`config.mk`:
```
export PLATFORM = sky130hd
export DESIGN_NAME = ssp_sync_serial_port
export DESIGN_NICKNAME = d
export VERILOG_FILES = /design/src/rtl/ssp_pkg.sv /design/src/rtl/ssp_sync_serial_port.sv
export SDC_FILE = /design/constraint.sdc
export NUM_CORES = 1
export LEC_CHECK = 0
export BUFFER_PORTS_ARGS = -buffer_cell sky130_fd_sc_hd__buf_2
export CAP_MARGIN = 30
export CORE_ASPECT_RATIO = 1.75
export CORE_UTILIZATION = 35
export CTS_BUF_LIST = sky130_fd_sc_hd__clkbuf_4
export DETAILED_ROUTE_END_ITERATION = 6
export PLACE_DENSITY = 0.62
export SETUP_SLACK_MARGIN = 0.1
export SYNTH_ARGS = -nofsm -noshare
export SYNTH_HDL_FRONTEND = slang
export SYNTH_SLANG_ARGS = --single-unit
export TNS_END_PERCENT = 100
```
`constraint.sdc`:
```
create_clock -name ref_clk -period 3.4 [get_ports ref_clk]
set_input_delay 0.68 -clock ref_clk [delete_from_list [all_inputs] [get_ports ref_clk]]
set_output_delay 0.68 -clock ref_clk [all_outputs]
set_load 0.1 [all_outputs]
```
`src/rtl/ssp_pkg.sv`:
```
/*
 * ssp_pkg: shared constants and carrier types for the synchronous serial
 * port. Assumes a single 40 MHz system clock and no register bus.
 */
package ssp_pkg;
  // =========================================================================
  // timing and counts
  // =========================================================================
  localparam int CLK_PERIOD_NS = 25;
  localparam logic [3:0] BITS_PER_BYTE = 4'h8;
  localparam logic [7:0] DATA_RESET = 8'h00;
  localparam logic [1:0] RATE_RESET = 2'h0;
  // master half-period in system clocks per rate code (4/8/16/64 divide)
  localparam logic [4:0] HALF_DIV0 = 5'h02;
  localparam logic [4:0] HALF_DIV1 = 5'h04;
  localparam logic [4:0] HALF_DIV2 = 5'h08;
  localparam logic [4:0] HALF_DIV3 = 5'h20;

  // =========================================================================
  // carriers
  // =========================================================================
  typedef struct packed {
    logic enable;
    logic master;
    logic cpol;
    logic lsb_first;
    logic [1:0] rate;
  } ssp_ctrl_s;

  typedef struct packed {
    logic done;
    logic collision;
    logic overflow;
    logic busy;
  } ssp_stat_s;

  typedef struct packed {
    logic o;
    logic oe_n;
    logic od;
  } ssp_pin_s;

  typedef enum logic [2:0] {
    ST_IDLE = 3'b001,
    ST_LEAD = 3'b010,
    ST_TRAIL = 3'b100
  } ssp_state_e;
endpackage

```
`src/rtl/ssp_sync_serial_port.sv`:
```
/*
 * ssp_sync_serial_port: full-duplex byte shifter, master or slave, clock
 * phase 1 format. Software side is plain strobes; pins are split into
 * input, output and active-low output enable. Assumes external pull-ups
 * on any pin configured open-drain.
 */
`timescale 1ns/1ps
// How it works
// RL1: phase 1: cpol 0 idles low, shift on rise, sample on fall; cpol 1 swaps.
// RL2: master data write starts a transfer; first bit on first clock edge.
// RL3: bit order select picks msb-first or lsb-first shifting.
// RL4: slave accepts data writes whatever the slave-select level.
// RL5: done flag sets after the last shift cycle, master or slave.
// RL6: software should wait for done before writing next byte.
// RL7: one byte swapped full duplex; shifter ends holding the received byte.
// RL8: interrupt request pulses when done flag rises from 0 to 1.
// RL9: write during transfer does not reach shifter nor stop the transfer.
// RL10: write collision detection works in master and slave modes.
// RL11: slave overflow sets when a byte completes while previous unread.
// RL12: on overflow the data register takes the new byte anyway.
// RL13: clock, master-out and master-in each selectable open-drain.
// RL14: flags clear by status read then data access; master clears overflow.
// RL15: slave ignores clock and data while slave-select is high.
// RL16: master drives exactly eight clock pulses, idle otherwise.
// RL17: slave master-in output driven only while enable is set.
module ssp_sync_serial_port (
  // clock and reset
  input wire logic ref_clk,
  input wire logic rst,
  // configuration
  input wire ssp_pkg::ssp_ctrl_s ctrl,
  input wire logic [2:0] open_drain,
  // software access
  input wire logic data_wr,
  input wire logic [7:0] data_wdata,
  input wire logic data_rd,
  input wire logic status_rd,
  output logic [7:0] serial_data_reg,
  output ssp_pkg::ssp_stat_s serial_status_reg,
  output logic serial_port_irq,
  // pins
  input wire logic sclk_i,
  output ssp_pkg::ssp_pin_s sclk_pin,
  input wire logic mosi_i,
  output ssp_pkg::ssp_pin_s mosi_pin,
  input wire logic miso_i,
  output ssp_pkg::ssp_pin_s miso_pin,
  input wire logic ss_n_i
);
  // ==========================================================================
  // input synchronisers: three stages, change counted when 2 and 3 agree
  // ==========================================================================
  logic [2:0] sclk_s_q, ss_s_q, mosi_s_q, miso_s_q;
  logic sclk_f_q, ss_f_q;
  always_ff @(posedge ref_clk or posedge rst) begin
    if (rst) begin
      sclk_s_q <= 3'h0;
      ss_s_q <= 3'h7;
      mosi_s_q <= 3'h0;
      miso_s_q <= 3'h0;
    end else begin
      sclk_s_q <= {sclk_s_q[1:0], sclk_i};
      ss_s_q <= {ss_s_q[1:0], ss_n_i};
      mosi_s_q <= {mosi_s_q[1:0], mosi_i};
      miso_s_q <= {miso_s_q[1:0], miso_i};
    end
  end
  always_ff @(posedge ref_clk or posedge rst) begin
    if (rst) begin
      sclk_f_q <= 1'b0;
      ss_f_q <= 1'b1;
    end else begin
      if (sclk_s_q[1] == sclk_s_q[2]) sclk_f_q <= sclk_s_q[2];
      if (ss_s_q[1] == ss_s_q[2]) ss_f_q <= ss_s_q[2];
    end
  end
  wire sclk_new = (sclk_s_q[1] == sclk_s_q[2]) ? sclk_s_q[2] : sclk_f_q;
  wire ss_sel = ~ss_f_q;
  // leading edge leaves idle level (shift), trailing returns (sample)
  wire s_edge = ctrl.enable & ~ctrl.master & ss_sel &
                (sclk_new != sclk_f_q); // [RL15]
  wire s_lead = s_edge & (sclk_f_q == ctrl.cpol); // [RL1]
  wire s_trail = s_edge & (sclk_f_q != ctrl.cpol); // [RL1]

  // ==========================================================================
  // master clock divider
  // ==========================================================================
  ssp_pkg::ssp_state_e st_q, st_d;
  logic [4:0] div_q;
  logic [3:0] cnt_q;
  logic sclk_q;
  logic [7:0] sh_q;
  // rate 0 leaves two clocks per half period, less than the three-flop
  // input delay, so the master would sample a stale miso bit there
  wire [4:0] half_div = (ctrl.rate == 2'h0) ? ssp_pkg::HALF_DIV0 :
                        (ctrl.rate == 2'h1) ? ssp_pkg::HALF_DIV1 :
                        (ctrl.rate == 2'h2) ? ssp_pkg::HALF_DIV2 :
                                              ssp_pkg::HALF_DIV3;
  wire tick = (div_q == half_div - 5'h01);
  wire busy = (st_q != ssp_pkg::ST_IDLE);
  wire m_start = ctrl.enable & ctrl.master & data_wr & ~busy; // [RL2]
  wire m_lead = ctrl.master & tick & (st_q == ssp_pkg::ST_LEAD);
  wire m_trail = ctrl.master & tick & (st_q == ssp_pkg::ST_TRAIL);
  wire do_lead = m_lead | s_lead;
  wire do_trail = m_trail | s_trail;
  wire last_bit = (cnt_q == ssp_pkg::BITS_PER_BYTE - 4'h1);
  wire byte_end = do_trail & last_bit & (st_q == ssp_pkg::ST_TRAIL); // [RL5]
  wire collide = data_wr & busy; // [RL9] [RL10]
  wire sample_in = ctrl.master ? miso_s_q[2] : mosi_s_q[2];
  wire tx_bit = ctrl.lsb_first ? sh_q[0] : sh_q[7]; // [RL3]

  always_comb begin
    st_d = st_q;
    case (st_q)
      ssp_pkg::ST_IDLE: begin
        // a slave's first lead edge is itself the shift: a sample follows
        if (m_start) st_d = ssp_pkg::ST_LEAD;
        else if (s_lead) st_d = ssp_pkg::ST_TRAIL;
      end
      ssp_pkg::ST_LEAD: begin
        if (do_lead) st_d = ssp_pkg::ST_TRAIL;
      end
      ssp_pkg::ST_TRAIL: begin
        if (do_trail) st_d = last_bit ? ssp_pkg::ST_IDLE : ssp_pkg::ST_LEAD;
      end
      default: st_d = ssp_pkg::ST_IDLE;
    endcase
    if (!ctrl.enable) st_d = ssp_pkg::ST_IDLE;
  end

  // slave's first lead edge also arrives while idle, so lead acts in IDLE too
  wire lead_act = do_lead & (st_q != ssp_pkg::ST_TRAIL);
  wire trail_act = do_trail & (st_q == ssp_pkg::ST_TRAIL);

  always_ff @(posedge ref_clk or posedge rst) begin
    if (rst) begin
      st_q <= ssp_pkg::ST_IDLE;
      div_q <= 5'h00;
      cnt_q <= 4'h0;
      sclk_q <= 1'b0;
    end else begin
      st_q <= st_d;
      div_q <= (m_start || tick || !busy) ? 5'h00 : div_q + 5'h01;
      if (m_lead || m_trail) sclk_q <= ~sclk_q; // [RL16]
      else if (!busy) sclk_q <= 1'b0;
      if (!busy && !s_lead) cnt_q <= 4'h0;
      else if (trail_act) cnt_q <= cnt_q + 4'h1;
    end
  end

  // ==========================================================================
  // shifter and data register
  // ==========================================================================
  always_ff @(posedge ref_clk or posedge rst) begin
    if (rst) begin
      sh_q <= ssp_pkg::DATA_RESET;
    end else if (data_wr && !busy) begin
      sh_q <= data_wdata; // [RL4] [RL9]
    end else if (trail_act) begin
      if (ctrl.lsb_first) sh_q <= {sample_in, sh_q[7:1]}; // [RL7]
      else sh_q <= {sh_q[6:0], sample_in}; // [RL7]
    end
  end
  assign serial_data_reg = sh_q;

  // output bit updates on the leading (shift) edge
  logic out_q;
  always_ff @(posedge ref_clk or posedge rst) begin
    if (rst) out_q <= 1'b1;
    else if (lead_act) out_q <= tx_bit; // [RL1] [RL2]
  end

  // ==========================================================================
  // flags
  // ==========================================================================
  logic done_q, coll_q, ovf_q, armed_q, irq_q;
  wire clear_ok = armed_q & (data_rd | data_wr); // [RL14]
  always_ff @(posedge ref_clk or posedge rst) begin
    if (rst) begin
      done_q <= 1'b0;
      coll_q <= 1'b0;
      ovf_q <= 1'b0;
      armed_q <= 1'b0;
      irq_q <= 1'b0;
    end else begin
      if (status_rd) armed_q <= 1'b1;
      else if (data_rd || data_wr) armed_q <= 1'b0;
      // set wins over clear
      if (byte_end) done_q <= 1'b1; // [RL5]
      else if (clear_ok) done_q <= 1'b0; // [RL14]
      if (collide) coll_q <= 1'b1; // [RL10]
      else if (clear_ok) coll_q <= 1'b0; // [RL14]
      if (byte_end && !ctrl.master && done_q) ovf_q <= 1'b1; // [RL11] [RL12]
      else if (clear_ok || ctrl.master) ovf_q <= 1'b0; // [RL14]
      irq_q <= byte_end & ~done_q; // [RL8]
    end
  end
  assign serial_port_irq = irq_q;
  assign serial_status_reg = '{done: done_q, collision: coll_q,
                               overflow: ovf_q, busy: busy};

  // ==========================================================================
  // pins: oe_n low while driving; open-drain drives only a low
  // ==========================================================================
  wire sclk_lvl = sclk_q ^ ctrl.cpol; // [RL1]
  wire m_drv = ctrl.enable & ctrl.master;
  wire s_drv = ctrl.enable & ~ctrl.master; // [RL17]
  assign sclk_pin = '{o: sclk_lvl & ~open_drain[0],
                      oe_n: ~(m_drv & (~open_drain[0] | ~sclk_lvl)),
                      od: open_drain[0]}; // [RL13]
  assign mosi_pin = '{o: out_q & ~open_drain[1],
                      oe_n: ~(m_drv & (~open_drain[1] | ~out_q)),
                      od: open_drain[1]}; // [RL13]
  assign miso_pin = '{o: out_q & ~open_drain[2],
                      oe_n: ~(s_drv & (~open_drain[2] | ~out_q)),
                      od: open_drain[2]}; // [RL13] [RL17]
endmodule

```
# == Word-level counts from Yosys, hierarchy flattened ==
# Cells that the tools add are included.
# classes
addsub,3
eq_ne,18
mux,28
n_bitwise,44
reduce_logical,20
# ops
op,count
$and 1x1->1,24
$mux 8,3
$mux 4,5
$mux 3,5
$not 1->1,13
$mux 1,12
$reduce_bool 2->1,6
$ne 3x3->1 const B,3
$pmux 3 s3,1
$or 1x1->1,6
$add 5x1->5 const B,1
$eq 5x5->1,1
$logic_or 1x1->1,5
$mux 5,1
$sub 4x1->5 const B,1
$add 4x1->4 const B,1
$eq 4x3->1 const B,1
$logic_and 1x1->1,4
$ne 4x4->1 const B,1
$eq 1x1->1,3
$eq 3x1->1 const B,1
$eq 3x2->1 const B,1
$eq 3x3->1 const B,1
$logic_not 1->1,3
other kinds (9),10
# word_totals
register_bits,41
in_bits,26
output_inout_bits,22

# == Logic depth before layout (Yosys ltp) ==
# Gate-level depths: netlist of the first run.
# depth
depth_word,14
depth_mapped,7
mapped_depth_nobuf,6

# == Least setup slack after synthesis of the first run ==
# Ideal clock, no wire load.
# synth_timing
path_kind,input-to-output
startpoint,input port ctrl[3] (netlist bit)
endpoint,output port sclk_pin[2] (netlist bit)
t_arrival_ps,2204
required_time_ps,2720
setup_slack_ps,516
stages,2
n_path_buf,0
path_cell_list,xor2_1 -> nor2b_1
# synth_lines
element,line_no,source
from (decl),ssp_sync_serial_port.sv:31,"input wire ssp_pkg::ssp_ctrl_s ctrl,"
to (decl),ssp_sync_serial_port.sv:43,"output ssp_pkg::ssp_pin_s sclk_pin,"

==> results.md, run 1 <==
* Number of enable flip-flop cells after synthesis at 0
* Cells after Synth at roughly 210
* CTS hold repair buffers at 0
* Path class of the lowest-slack min-delay path: flop to flop
* Placed cells at 324
* Multi-input gate area at 1040 um2
* Longest Clk Path Bufs at 2
* Count of maximum capacitance violations at 0
* Layout filler cell count at between 600 and 700
* Total standard cell area after synthesis at between 2000 and 2500 um2
* CP Launch Type: flop
* Number of antenna violations at the first check in global routing at 0
* Worst EP arrival at around 1.8 ns
* Net count after synthesis at between 200 and 250
* Ys async rst share at 100%
* CP Cell Sequence: nor3b_1 -> buf_4 -> inv_1 -> buf_2
* Final Instance Count excl. Fillers at 332
* Antenna diode instance count at 0
* Clock latency on the worst-skew pair at 0.35 ns
* Share of the yosys chip area belonging to registers at 46.8%
* Clock Skews at ~0.0087 ns
* HPWL reported at the end of detailed placement at 3.54 mm
* Top flip-flop cell by instance count after synthesis: sky130_fd_sc_hd__dfrtp_1
* Delay of the slowest critical-path stage at 0.64 ns
* Ratio of final minimum period to clock period at 73.9%
* Outcome: complete, but fails checks
* Total Routed Length at 4.78 mm
* Highest routed layer: met4
* Yosys warnings at 0
* Setup repair after global routing missed its margin: false
* DIE AREA at 6640 um2
* Routed wl met2 at 2.71 mm
* Maximum number of pins on one net before global-route repair at 42
* Number of cells traversed by the worst hold path at 0
* Crit. End Element: output pin
* Leading cell type in the layout, fill and taps excluded: sky130_fd_sc_hd__buf_2
* LEAKAGE at 1.16 nW
* TritonCTS clock tree: done
* Setup Total Neg Slack at 0 ns
* Final Slew Violations at 0
* Num Clock Sinks at 41
* Max reg flops at 8
* Violations in the final reports: DRC
* Area of the core region at slightly above 6000 um2
* CP Max Fanout at 8
* Vias after detailed routing at around 1700
* Height of the die at about 110 um
* Count of pins on the block boundary at 48
* Post-Synthesis Mean Instance Area at ~10 um2
* Aggregate global-route resource usage at 16.3%
* Number of nets in the layout at 279
* Residual antenna-violating net count after detailed routing at 0
* Clock transition at the registers of the reported paths at 0.12 ns
* Number of optimization iterations in the first detailed-route pass at 6
* Fin. Hold Viols at 0
* Wire length per cell after detailed routing at around 14 um
* Gpl congestion at approximately 0.83
* Congestion Overflow GR at 0
* Post-route DRC at 4
* Postcts setup bufs at 0
* Count of different cell masters after synthesis at between 50 and 60
* Fraction of final layout cells sized beyond drive strength 1 at 29.4%
* First-pass GRT wire length at 7.89 mm
* Max VDD drop at 0.000598 V
* Layout-stage area growth over the synthesis result at 15.0%
* Count of input and output buffers at 47
* Number of standard-cell rows in the floorplan at 38
* Sum of met3 wire segment lengths after detailed routing at 111 um
* Worst relative slew slack at 52.8%
* Worst Tran Pin Value at 0.706 ns
* Most frequent cells in the layout: 47 x sky130_fd_sc_hd__buf_2, 35 x sky130_fd_sc_hd__dfrtp_1, 20 x sky130_fd_sc_hd__nand2_1
* Starting density of the core at between 30% and 40%
* Critical-path top delay cell: sky130_fd_sc_hd__dfstp_2
* Highest Clock Rate at 0.398 GHz
* CTS Root Cell: sky130_fd_sc_hd__clkbuf_4
* Number of cells upsized or downsized after cts at 0
* Areal power density over the cells at 800 nW/um2
* DRC violation total after the first TritonRoute iteration at 43
* Number of global-route vias before repair at about 1700
* Required time at the worst-slack endpoint at 2.72 ns
* Critical path class: flop to output pin
* # H-tree levels at 2
* Seq. cell area at 1030 um2
* Number of failing setup endpoints in the final timing report at 0
* Via count normalized by instance count at between 5 and 6
* Register bit total from synthesis at 41
* Final critical delay including setup and external delays at 2.51 ns
* Number of cells on the worst reg-to-reg path at 5
* Routed length on met1 at 1.86 mm
* Die span in x at 62.0 um
* CTS buffer count at 5
cell usage after synthesis, drive strengths merged, types with 3 or more instances:
cell / n / share of area, %
a21oi: 5 / 1.1
or3b: 3 / 1.2
nor2b: 3 / 0.85
xor2: 5 / 2.0
nand3: 15 / 3.4
mux2: 3 / 1.5
nand4: 9 / 2.5
nor2: 7 / 1.2
buf: 16 / 4.7
nand2: 20 / 3.4
dfrtp: 35 / 40
dfstp: 6 / 7.1
nand2b: 4 / 1.1
o21ai: 7 / 1.6
nand3b: 3 / 1.0
a211o: 10 / 4.0
inv: 6 / 1.0
o211ai: 3 / 1.0
mux2i: 12 / 5.4
critical path, delay by kind of cell (launching register included):
kind          cells  cell delay, ns
flops             1            0.64
buf+inv           3            0.58
simple gates      1            0.26
layer usage:
| layer | up-vias | global-route usage (%) |
|---|---|---|
| met5 | - | 0 |
| met4 | 0 | 7.78 |
| met3 | 8 | 2.90 |
| met2 | 36 | 27.8 |
| met1 | 844 | 18.8 |
| li1 | 853 | - |
metrics by stage:
stage	util [%]	power (W)	hold slack, ns	area (um2)	setup slack [ns]
2_1_floorplan	-	0.00154	0.331	2210	0.516
4_1_cts	41.4	0.00205	0.366	2540	0.890
3_3_place_gp	40.0	0.00171	0.333	2450	0.708
3_5_place_dp	40.0	0.00172	0.336	2450	0.675
5_1_grt	41.4	0.00215	0.371	2540	0.818
6_report	41.4	0.00203	0.361	2540	0.889
logic make-up (layout without fill, tap and decap cells):
logic type	after synthesis	in the layout	share of synthesized area (%)
multiplexers	15	15	6.97
flip-flops	41	41	46.8
XOR/XNOR	7	7	2.78
adder cells (fa/ha/maj)	4	4	2.04
buffers and inverters	24	64	6.06
AND/OR/NAND/NOR	74	74	18.4
AO/OA/AOI/OAI	47	47	17.0
worst paths after layout:
path / from / to / slack [ns]
max in group asynchronous: rst / st_q[0] / 2.58
worst max register to register: sclk_f_q / cnt_q[0] / 1.15
worst max-delay path: st_q[0] / serial_status_reg[0] / 0.89
worst min-delay path: mosi_s_q[1] / mosi_s_q[2] / 0.36
worst min register to register: mosi_s_q[1] / mosi_s_q[2] / 0.36
min in group asynchronous: rst / armed_q / 0.43
cell type report:
class	instances	share of cell area [%]
Clock inverter	2	1.53
Sequential cell	41	40.7
Multi-Input combinational cell	147	41.0
Clock buffer	6	1.77
Timing Repair Buffer	50	10.2
Tap cell	80	3.94
Inverter	6	0.887
power by group:
part | internal, W | switching, W | total, W | leakage, nW
clock network | 0.000165 | 0.000161 | 0.000326 | 0.0459
registers | 0.000584 | 0.000105 | 0.000689 | 0.510
logic | 0.000225 | 0.000792 | 0.00102 | 0.600
total | 0.000973 | 0.00106 | 0.00203 | 1.16
(Power assumes the default switching activity.)
==> run 2, diff against run 1 <==
--- a/config.mk
+++ b/config.mk
@@ -5,13 +5,14 @@
 export SDC_FILE = /design/constraint.sdc
 export NUM_CORES = 1
 export LEC_CHECK = 0
+export ABC_AREA = 1
 export BUFFER_PORTS_ARGS = -buffer_cell sky130_fd_sc_hd__buf_2
 export CAP_MARGIN = 30
 export CORE_ASPECT_RATIO = 1.75
 export CORE_UTILIZATION = 35
 export CTS_BUF_LIST = sky130_fd_sc_hd__clkbuf_4
 export DETAILED_ROUTE_END_ITERATION = 6
-export PLACE_DENSITY = 0.62
+export PLACE_DENSITY = 0.65
 export SETUP_SLACK_MARGIN = 0.1
 export SYNTH_ARGS = -nofsm -noshare
 export SYNTH_HDL_FRONTEND = slang
==> constraint.sdc (replaced) <==
create_clock -name ref_clk -period 2 [get_ports ref_clk]
set_input_delay 0.4 -clock ref_clk [delete_from_list [all_inputs] [get_ports ref_clk]]
set_output_delay 0.4 -clock ref_clk [all_outputs]
set_load 0.1 [all_outputs]
==> results.md, run 2 <==
* Ys async rst share at 100% (unchanged)
* Most frequent cells in the layout: 52 x sky130_fd_sc_hd__nand2_1, 41 x sky130_fd_sc_hd__buf_2, 35 x sky130_fd_sc_hd__dfrtp_1 (was 47 x sky130_fd_sc_hd__buf_2, 35 x sky130_fd_sc_hd__dfrtp_1, 20 x sky130_fd_sc_hd__nand2_1)
* Number of enable flip-flop cells after synthesis at 0 (unchanged)
* Number of failing setup endpoints in the final timing report at 0 (unchanged)
* Count of maximum capacitance violations at 0 (unchanged)
* CP Launch Type: flop (unchanged)
* Number of antenna violations at the first check in global routing at 0 (unchanged)
* Path class of the lowest-slack min-delay path: input pin to flop (was flop to flop)
* Critical-path top delay cell: sky130_fd_sc_hd__dfstp_2 (unchanged)
* Layout filler cell count at 569 (was 631)
* Number of nets in the layout at 314 (was 279)
* Synth Area in Simple Gates at 24.1% (was 18.4%)
* Clock transition at the registers of the reported paths at 0.12 ns (about the same)
* Post-route DRC at 0 (was 4)
* Max VDD drop at 0.000779 V (was 0.000598 V)
* Largest family of logic cells by synthesized area: simple AND/OR/NAND/NOR gates (unchanged)
* Internal power summed over all cells at 0.00151 W (was 0.000973 W)
* CP Cell Sequence: inv_1 -> nor2_1 -> clkbuf_4 (was nor3b_1 -> buf_4 -> inv_1 -> buf_2)
* Area of the core region at 5630 um2 (was 6130 um2)
* LEAKAGE at 1.24 nW (was 1.16 nW)
* Count of input and output buffers at 47 (unchanged)
* DRC violation total after the first TritonRoute iteration at 56 (was 43)
* Layout-stage area growth over the synthesis result at 18.3% (was 15.0%)
* Setup repair after global routing missed its margin: false (unchanged)
* Yosys warnings at 0 (unchanged)
* Wire length per cell after detailed routing at 11.9 um (was 14.4 um)
* HPWL reported at the end of detailed placement at 3.22 mm (was 3.54 mm)
* Worst Tran Pin Value at 0.554 ns (was 0.706 ns)
* Highest Clock Rate at 0.554 GHz
* TritonCTS clock tree: done (unchanged)
* Worst relative slew slack at 62.8% (was 52.8%)
* Multi-input gate area at 885 um2 (was 1040 um2)
* Maximum number of pins on one net before global-route repair at 42 (unchanged)
* Final Instance Count excl. Fillers at 363 (was 332)
* Longest Clk Path Bufs at 2 (unchanged)
* Share of total power in sequential cells at 34.2% (was 33.9%)
* Fin. Hold Viols at 0 (unchanged)
* Share of the yosys chip area belonging to registers at 49.6% (was 46.8%)
* Required time at the worst-slack endpoint at 1.60 ns (was 2.72 ns)
* DIE AREA at 6270 um2 (was 6640 um2)
* Final standard cell area without fillers at 2460 um2 (was 2540 um2)
* Area share of fa/ha/maj cells after synthesis at 2.16% (was 2.04%)
* Max reg flops at 8 (unchanged)
* Share of power burned in the clock network at 12.4% (was 16.0%)
* Number of optimization iterations in the first detailed-route pass at 4 (was 6)
* Gpl congestion at 0.804 (was 0.834)
* Crit. End Element: output pin (unchanged)
* Clock latency on the worst-skew pair at 0.34 ns (was 0.35 ns)
* Starting density of the core at 37.0% (was 36.0%)
* Combinational cell fraction of total power at 53.5% (was 50.0%)
* # H-tree levels at 2 (unchanged)
* Delay of the slowest critical-path stage at 0.58 ns (was 0.64 ns)
* Areal power density over the cells at 1330 nW/um2 (was 800 nW/um2)
* Postcts setup bufs at 0 (unchanged)
* Most used standard cells in the synthesized netlist: 52 x sky130_fd_sc_hd__nand2_1, 35 x sky130_fd_sc_hd__dfrtp_1, 27 x sky130_fd_sc_hd__inv_1 (was 35 x sky130_fd_sc_hd__dfrtp_1, 20 x sky130_fd_sc_hd__nand2_1, 15 x sky130_fd_sc_hd__nand3_1)
* Number of global-route vias before repair at 1637 (was 1670)
* CTS Root Cell: sky130_fd_sc_hd__clkbuf_4 (unchanged)
* Clock Skews at 0.00356 ns (was 0.00870 ns)
* Count of different cell masters after synthesis at 33 (was 52)
* Net Switching at 0.00175 W (was 0.00106 W)
* Placed cells at 355 (was 324)
* Cell with the most instances after synthesis: sky130_fd_sc_hd__nand2_1 (was sky130_fd_sc_hd__dfrtp_1)
* Top flip-flop cell by instance count after synthesis: sky130_fd_sc_hd__dfrtp_1 (unchanged)
* Vias after detailed routing at 1723 (was 1741)
* Worst EP arrival at 1.41 ns (was 1.83 ns)
* Total standard cell area after synthesis at 2080 um2 (was 2210 um2)
* Count of pins on the block boundary at 48 (unchanged)
* Placed cell areas at 2390 um2 (was 2450 um2)
* CTS hold repair buffers at 0 (unchanged)
* Register bit total from synthesis at 41 (unchanged)
* Ratio of final minimum period to clock period at approximately nine tenths
* Number of cells upsized or downsized after cts at 2 (was 0)
* Final Slew Violations at 0 (unchanged)
* Final critical delay including setup and external delays at 1.81 ns
* Leading cell type in the layout, fill and taps excluded: sky130_fd_sc_hd__nand2_1 (was sky130_fd_sc_hd__buf_2)
* Die span in x at 60.3 um (was 62.0 um)
* Cells after Synth at 238 (was 212)
* First-pass GRT wire length at 7.04 mm (was 7.89 mm)
* CP Max Fanout at 4 (was 8)
* Top-area cell type share of the netlist area at 42.1% (was 39.7%)
* Via count normalized by instance count at 4.75 (was 5.24)
* Cell taking the most area after synthesis: sky130_fd_sc_hd__dfrtp_1 (unchanged)
* Multiplexer area fraction after synthesis at 2.88% (was 6.97%)
* Total Routed Length at 4.31 mm (was 4.78 mm)
* Post-Synthesis Mean Instance Area at 8.75 um2 (was 10.4 um2)
* Residual antenna-violating net count after detailed routing at 0 (unchanged)
* Net count after synthesis at 266 (was 240)
* Outcome: finished, final reports clean (was complete, but fails checks)
* Fin util at 43.7% (was 41.4%)
* Critical path class: flop to output pin (unchanged)
* Aggregate global-route resource usage at 14.9% (was 16.3%)
* Height of the die at 104 um (was 107 um)
* Congestion Overflow GR at 0 (unchanged)
* Setup Total Neg Slack at 0 ns (unchanged)
* Xor/xnor share of the synthesized area at 2.10% (was 2.78%)
* Area fraction in compound gates after synthesis at 10.8% (was 17.0%)
* Num Clock Sinks at 41 (unchanged)
* Switching portion of total power at 53.7% (was 52.1%)
* Fraction of final layout cells sized beyond drive strength 1 at 30.7% (was 29.4%)
* Antenna diode instance count at 0 (unchanged)
* Largest cells by area after synthesis: sky130_fd_sc_hd__dfrtp_1 42%, sky130_fd_sc_hd__nand2_1 9.4%, sky130_fd_sc_hd__dfstp_2 7.6%, sky130_fd_sc_hd__inv_1 4.9%, sky130_fd_sc_hd__o21ai_0 4.1% (was sky130_fd_sc_hd__dfrtp_1 40%, sky130_fd_sc_hd__dfstp_2 7.1%, sky130_fd_sc_hd__mux2i_1 5.4%, sky130_fd_sc_hd__a211o_1 4.0%, sky130_fd_sc_hd__nand2_1 3.4%)
* Seq. cell area at 1030 um2 (unchanged)
* Number of standard-cell rows in the floorplan at 36 (was 38)
* CTS buffer count at 5 (unchanged)
-- run 2: metal layers --
layer	part of all wire, %	track usage (%)	wire [um]	vias to the layer above
met3	4.1	3.36	176	8
met5	0	0	0	-
met1	41	16.5	1750	803
met2	53	25.8	2290	57
li1	-	-	-	855
met4	2.1	6.31	89	0
-- run 2: cells by family (layout without fill, tap and decap cells) --
logic type,count (synthesis),after routing
XOR/XNOR,5,5
buffers and inverters,37,86
AND/OR/NAND/NOR,109,109
multiplexers,6,6
flip-flops,41,41
adder cells (fa/ha/maj),4,4
AO/OA/AOI/OAI,36,36
-- run 2: power by group through the flow --
stage	Clock [W]	Sequential [W]	Combinational (W)
finish	0.000403	0.00112	0.00175
global route	0.000461	0.00114	0.00188
CTS	0.000429	0.00112	0.00174
detailed placement	0	0.00113	0.00173
global placement	0	0.00113	0.00171
floorplan	0	0.00160	0.000994
-- run 2: metrics by stage --
stage,worst slack [ns],hold WS [ns],power [W]
after floorplan,-0.231,0.331,0.00259
after detailed placement,0.174,0.336,0.00287
final,0.194,0.142,0.00326
after CTS,0.105,0.117,0.00329
after global placement,0.232,0.331,0.00284
after global routing,0.0926,0.0939,0.00348
-- run 2: worst max-delay path, delay by kind of cell, from the launching register on --
kind	cells	cell delay, ns
buffers and inverters	2	0.39
AND/OR/NAND/NOR	1	0.09
flip-flops	1	0.58
-- run 2: final cells by class --
type | count | area share [%]
Multi-Input combinational cell | 160 | 35.9
Timing Repair Buffer | 50 | 11.7
Clock inverter | 3 | 0.711
Tap cell | 76 | 3.86
Clock buffer | 5 | 1.52
Inverter | 28 | 4.27
Sequential cell | 41 | 42.0
-- run 2: final timing paths --
check	cells past startpoint	endpoint	slack [ns]	start
max	3	mosi_pin[2]	0.19	out_q
min	1	ss_s_q[0]	0.14	ss_n_i
max reg2reg	10	serial_data_reg[0]	0.33	div_q[3]
min reg2reg	0	sclk_s_q[1]	0.36	sclk_s_q[0]
max in group asynchronous	3	st_q[0]	1.46	rst
min in group asynchronous	3	sclk_f_q	0.17	rst
==> run 3, diff against run 2 <==
--- a/config.mk
+++ b/config.mk
@@ -5,7 +5,6 @@
 export SDC_FILE = /design/constraint.sdc
 export NUM_CORES = 1
 export LEC_CHECK = 0
-export ABC_AREA = 1
 export BUFFER_PORTS_ARGS = -buffer_cell sky130_fd_sc_hd__buf_2
 export CAP_MARGIN = 30
 export CORE_ASPECT_RATIO = 1.75
==> results.md, run 3 (synthesis results as in run 1) <==
* Outcome: complete, but fails checks (was finished, final reports clean)
* Violations in the final reports: DRC
* CTS hold repair buffers at 0 (unchanged)
* Most frequent cells in the layout: 40 x sky130_fd_sc_hd__buf_2, 32 x sky130_fd_sc_hd__dfrtp_1, 26 x sky130_fd_sc_hd__buf_4 (was 52 x sky130_fd_sc_hd__nand2_1, 41 x sky130_fd_sc_hd__buf_2, 35 x sky130_fd_sc_hd__dfrtp_1)
* Highest Clock Rate at 0.537 GHz (was 0.554 GHz)
* Via count normalized by instance count at 5.28 (was 4.75)
* Count of input and output buffers at 47 (unchanged)
* Wire length per cell after detailed routing at 14.4 um (was 11.9 um)
* Clock Skews at 0.00856 ns (was 0.00356 ns)
* Antenna diode instance count at 0 (unchanged)
* Setup Total Neg Slack at 0 ns (unchanged)
* Number of failing setup endpoints in the final timing report at 0 (unchanged)
* Path class of the lowest-slack min-delay path: input pin to flop (unchanged)
* TritonCTS clock tree: done (unchanged)
* Seq. cell area at 1040 um2 (was 1030 um2)
* Required time at the worst-slack endpoint at 2.28 ns (was 1.60 ns)
* First-pass GRT wire length at 8.35 mm (was 7.04 mm)
* Worst relative slew slack at 64.6% (was 62.8%)
* Height of the die at 107 um (was 104 um)
* Area of the core region at 6130 um2 (was 5630 um2)
* Number of nets in the layout at 303 (was 314)
* Gpl congestion at 0.828 (was 0.804)
* Final standard cell area without fillers at 2860 um2 (was 2460 um2)
* Leading cell type in the layout, fill and taps excluded: sky130_fd_sc_hd__buf_2 (was sky130_fd_sc_hd__nand2_1)
* CTS Root Cell: sky130_fd_sc_hd__clkbuf_4 (unchanged)
* Layout-stage area growth over the synthesis result at 29.3% (was 18.3%)
* Ratio of final minimum period to clock period at 93.1% (was 90.3%)
* Starting density of the core at 36.0% (was 37.0%)
* Worst Tran Pin Value at 0.531 ns (was 0.554 ns)
* Areal power density over the cells at 1290 nW/um2 (was 1330 nW/um2)
* Number of antenna violations at the first check in global routing at 0 (unchanged)
* Count of pins on the block boundary at 48 (unchanged)
* Number of global-route vias before repair at 1818 (was 1637)
* Residual antenna-violating net count after detailed routing at 0 (unchanged)
* Fraction of final layout cells sized beyond drive strength 1 at 40.2% (was 30.7%)
* Aggregate global-route resource usage at 17.0% (was 14.9%)
* Number of standard-cell rows in the floorplan at 38 (was 36)
* # H-tree levels at 2 (unchanged)
* Max VDD drop at 0.000722 V (was 0.000779 V)
* Clock transition at the registers of the reported paths at 0.12 ns (about the same)
* Maximum number of pins on one net before global-route repair at 42 (unchanged)
* Post-route DRC at 4 (was 0)
* Layout filler cell count at 591 (was 569)
* Count of maximum capacitance violations at 0 (unchanged)
* HPWL reported at the end of detailed placement at 3.78 mm (was 3.22 mm)
* Total Routed Length at 5.12 mm (was 4.31 mm)
* Fin util at 46.6% (was 43.7%)
* Power Total at 0.00367 W (was 0.00326 W)
* LEAKAGE at 1.30 nW (was 1.24 nW)
* DIE AREA at 6640 um2 (was 6270 um2)
* Fin. Hold Viols at 0 (unchanged)
* Worst EP arrival at 2.14 ns (was 1.41 ns)
* Die span in x at 62.0 um (was 60.3 um)
* CP Launch Type: flop (unchanged)
* Max reg flops at 8 (unchanged)
* Final critical delay including setup and external delays at 1.86 ns (was 1.81 ns)
* Critical path class: flop to flop (was flop to output pin)
* Num Clock Sinks at 41 (unchanged)
* CP Max Fanout at 17 (was 4)
* Setup repair after global routing missed its margin: true (was false)
* Clock latency on the worst-skew pair at 0.35 ns (was 0.34 ns)
* Final Slew Violations at 0 (unchanged)
* Congestion Overflow GR at 0 (unchanged)
* Placed cell areas at 2680 um2 (was 2390 um2)
* CTS buffer count at 5 (unchanged)
* Multi-input gate area at 1100 um2 (was 885 um2)
* Number of optimization iterations in the first detailed-route pass at 7 (was 4)
* DRC violation total after the first TritonRoute iteration at 64 (was 56)
* Vias after detailed routing at 1881 (was 1723)
* Longest Clk Path Bufs at 2 (unchanged)
* Crit. End Element: flop (was output pin)
[run 3: changes by cell type in the layout (fill, tap and decap cells not counted), moves of 4 or more]
cell / change
sky130_fd_sc_hd__buf_4: +22
sky130_fd_sc_hd__nor2_1: -13
sky130_fd_sc_hd__a211o_1: +10
sky130_fd_sc_hd__nand2b_1: +4
sky130_fd_sc_hd__nand4_1: +5
sky130_fd_sc_hd__nand2_2: -4
sky130_fd_sc_hd__inv_1: -23
sky130_fd_sc_hd__o21ai_2: -7
sky130_fd_sc_hd__o21ai_0: -9
sky130_fd_sc_hd__mux2i_1: +6
sky130_fd_sc_hd__nand2_1: -34
[run 3: critical path: stages, from the launching register on]
cell                       delay [ns]
sky130_fd_sc_hd__dfrtp_1         0.42
sky130_fd_sc_hd__or3b_4          0.43
sky130_fd_sc_hd__a211oi_4        0.29
sky130_fd_sc_hd__nand2_2         0.11
sky130_fd_sc_hd__buf_6           0.18
sky130_fd_sc_hd__a21oi_1         0.18
sky130_fd_sc_hd__mux2i_1         0.19
[run 3: metal layers]
metal  share of wire (%)  vias to the layer above  track usage, %  wire length, um
met5                   0                        -               0                0
met4                 2.5                        0            7.30              128
met3                 2.6                       10            2.90              132
met2                  58                       41            30.5             2960
met1                  37                      929            18.2             1890
li1                    -                      901               -                -
[run 3: path summary, 6_finish.rpt]
kind / from / endpoint / slack, ns / cells past startpoint
hold reg to reg: sclk_s_q[0] / sclk_s_q[1] / 0.36 / 0
max in group asynchronous: rst / st_q[2] / 1.44 / 3
setup / recovery: sclk_s_q[2] / cnt_q[3] / 0.14 / 6
hold / removal: mosi_i / mosi_s_q[0] / 0.15 / 1
min in group asynchronous: rst / armed_q / 0.16 / 3
setup reg to reg: sclk_s_q[2] / cnt_q[3] / 0.14 / 6
[run 3: timing repair]
item / 4_1_cts / 5_1_grt
endpoints found under the hold margin: 0 / 0
setup endpoints to repair: 5 / 23
gates cloned: 0 / 0
buffers inserted: 2 / 2
gates resized for setup: 5 / 14
pin swaps: 0 / 1
[run 3: power by group]
group / switching (W) / internal [W] / total (W)
Combinational: 0.00143 / 0.000555 / 0.00199
Sequential: 0.000150 / 0.000995 / 0.00114
Clock: 0.000278 / 0.000259 / 0.000537
Total: 0.00186 / 0.00181 / 0.00367
[run 3: area by class of cell]
class	instances	share of cell area, %
multi-input combinational	147	38.7
sequential	41	36.3
timing repair buffer	74	18.0
tap	80	3.51
clock inverter	3	1.45
clock buffer	5	1.31
inverter	6	0.789
[run 3: metrics by stage]
stage	hold slack [ns]	std cells	setup WS (ns)
floorplan	0.331	212	0.140
CTS	0.135	354	0.104
global route	0.116	356	0.0401
finish	0.153	356	0.139
detailed placement	0.335	344	-0.0833
global placement	0.333	344	-0.0444
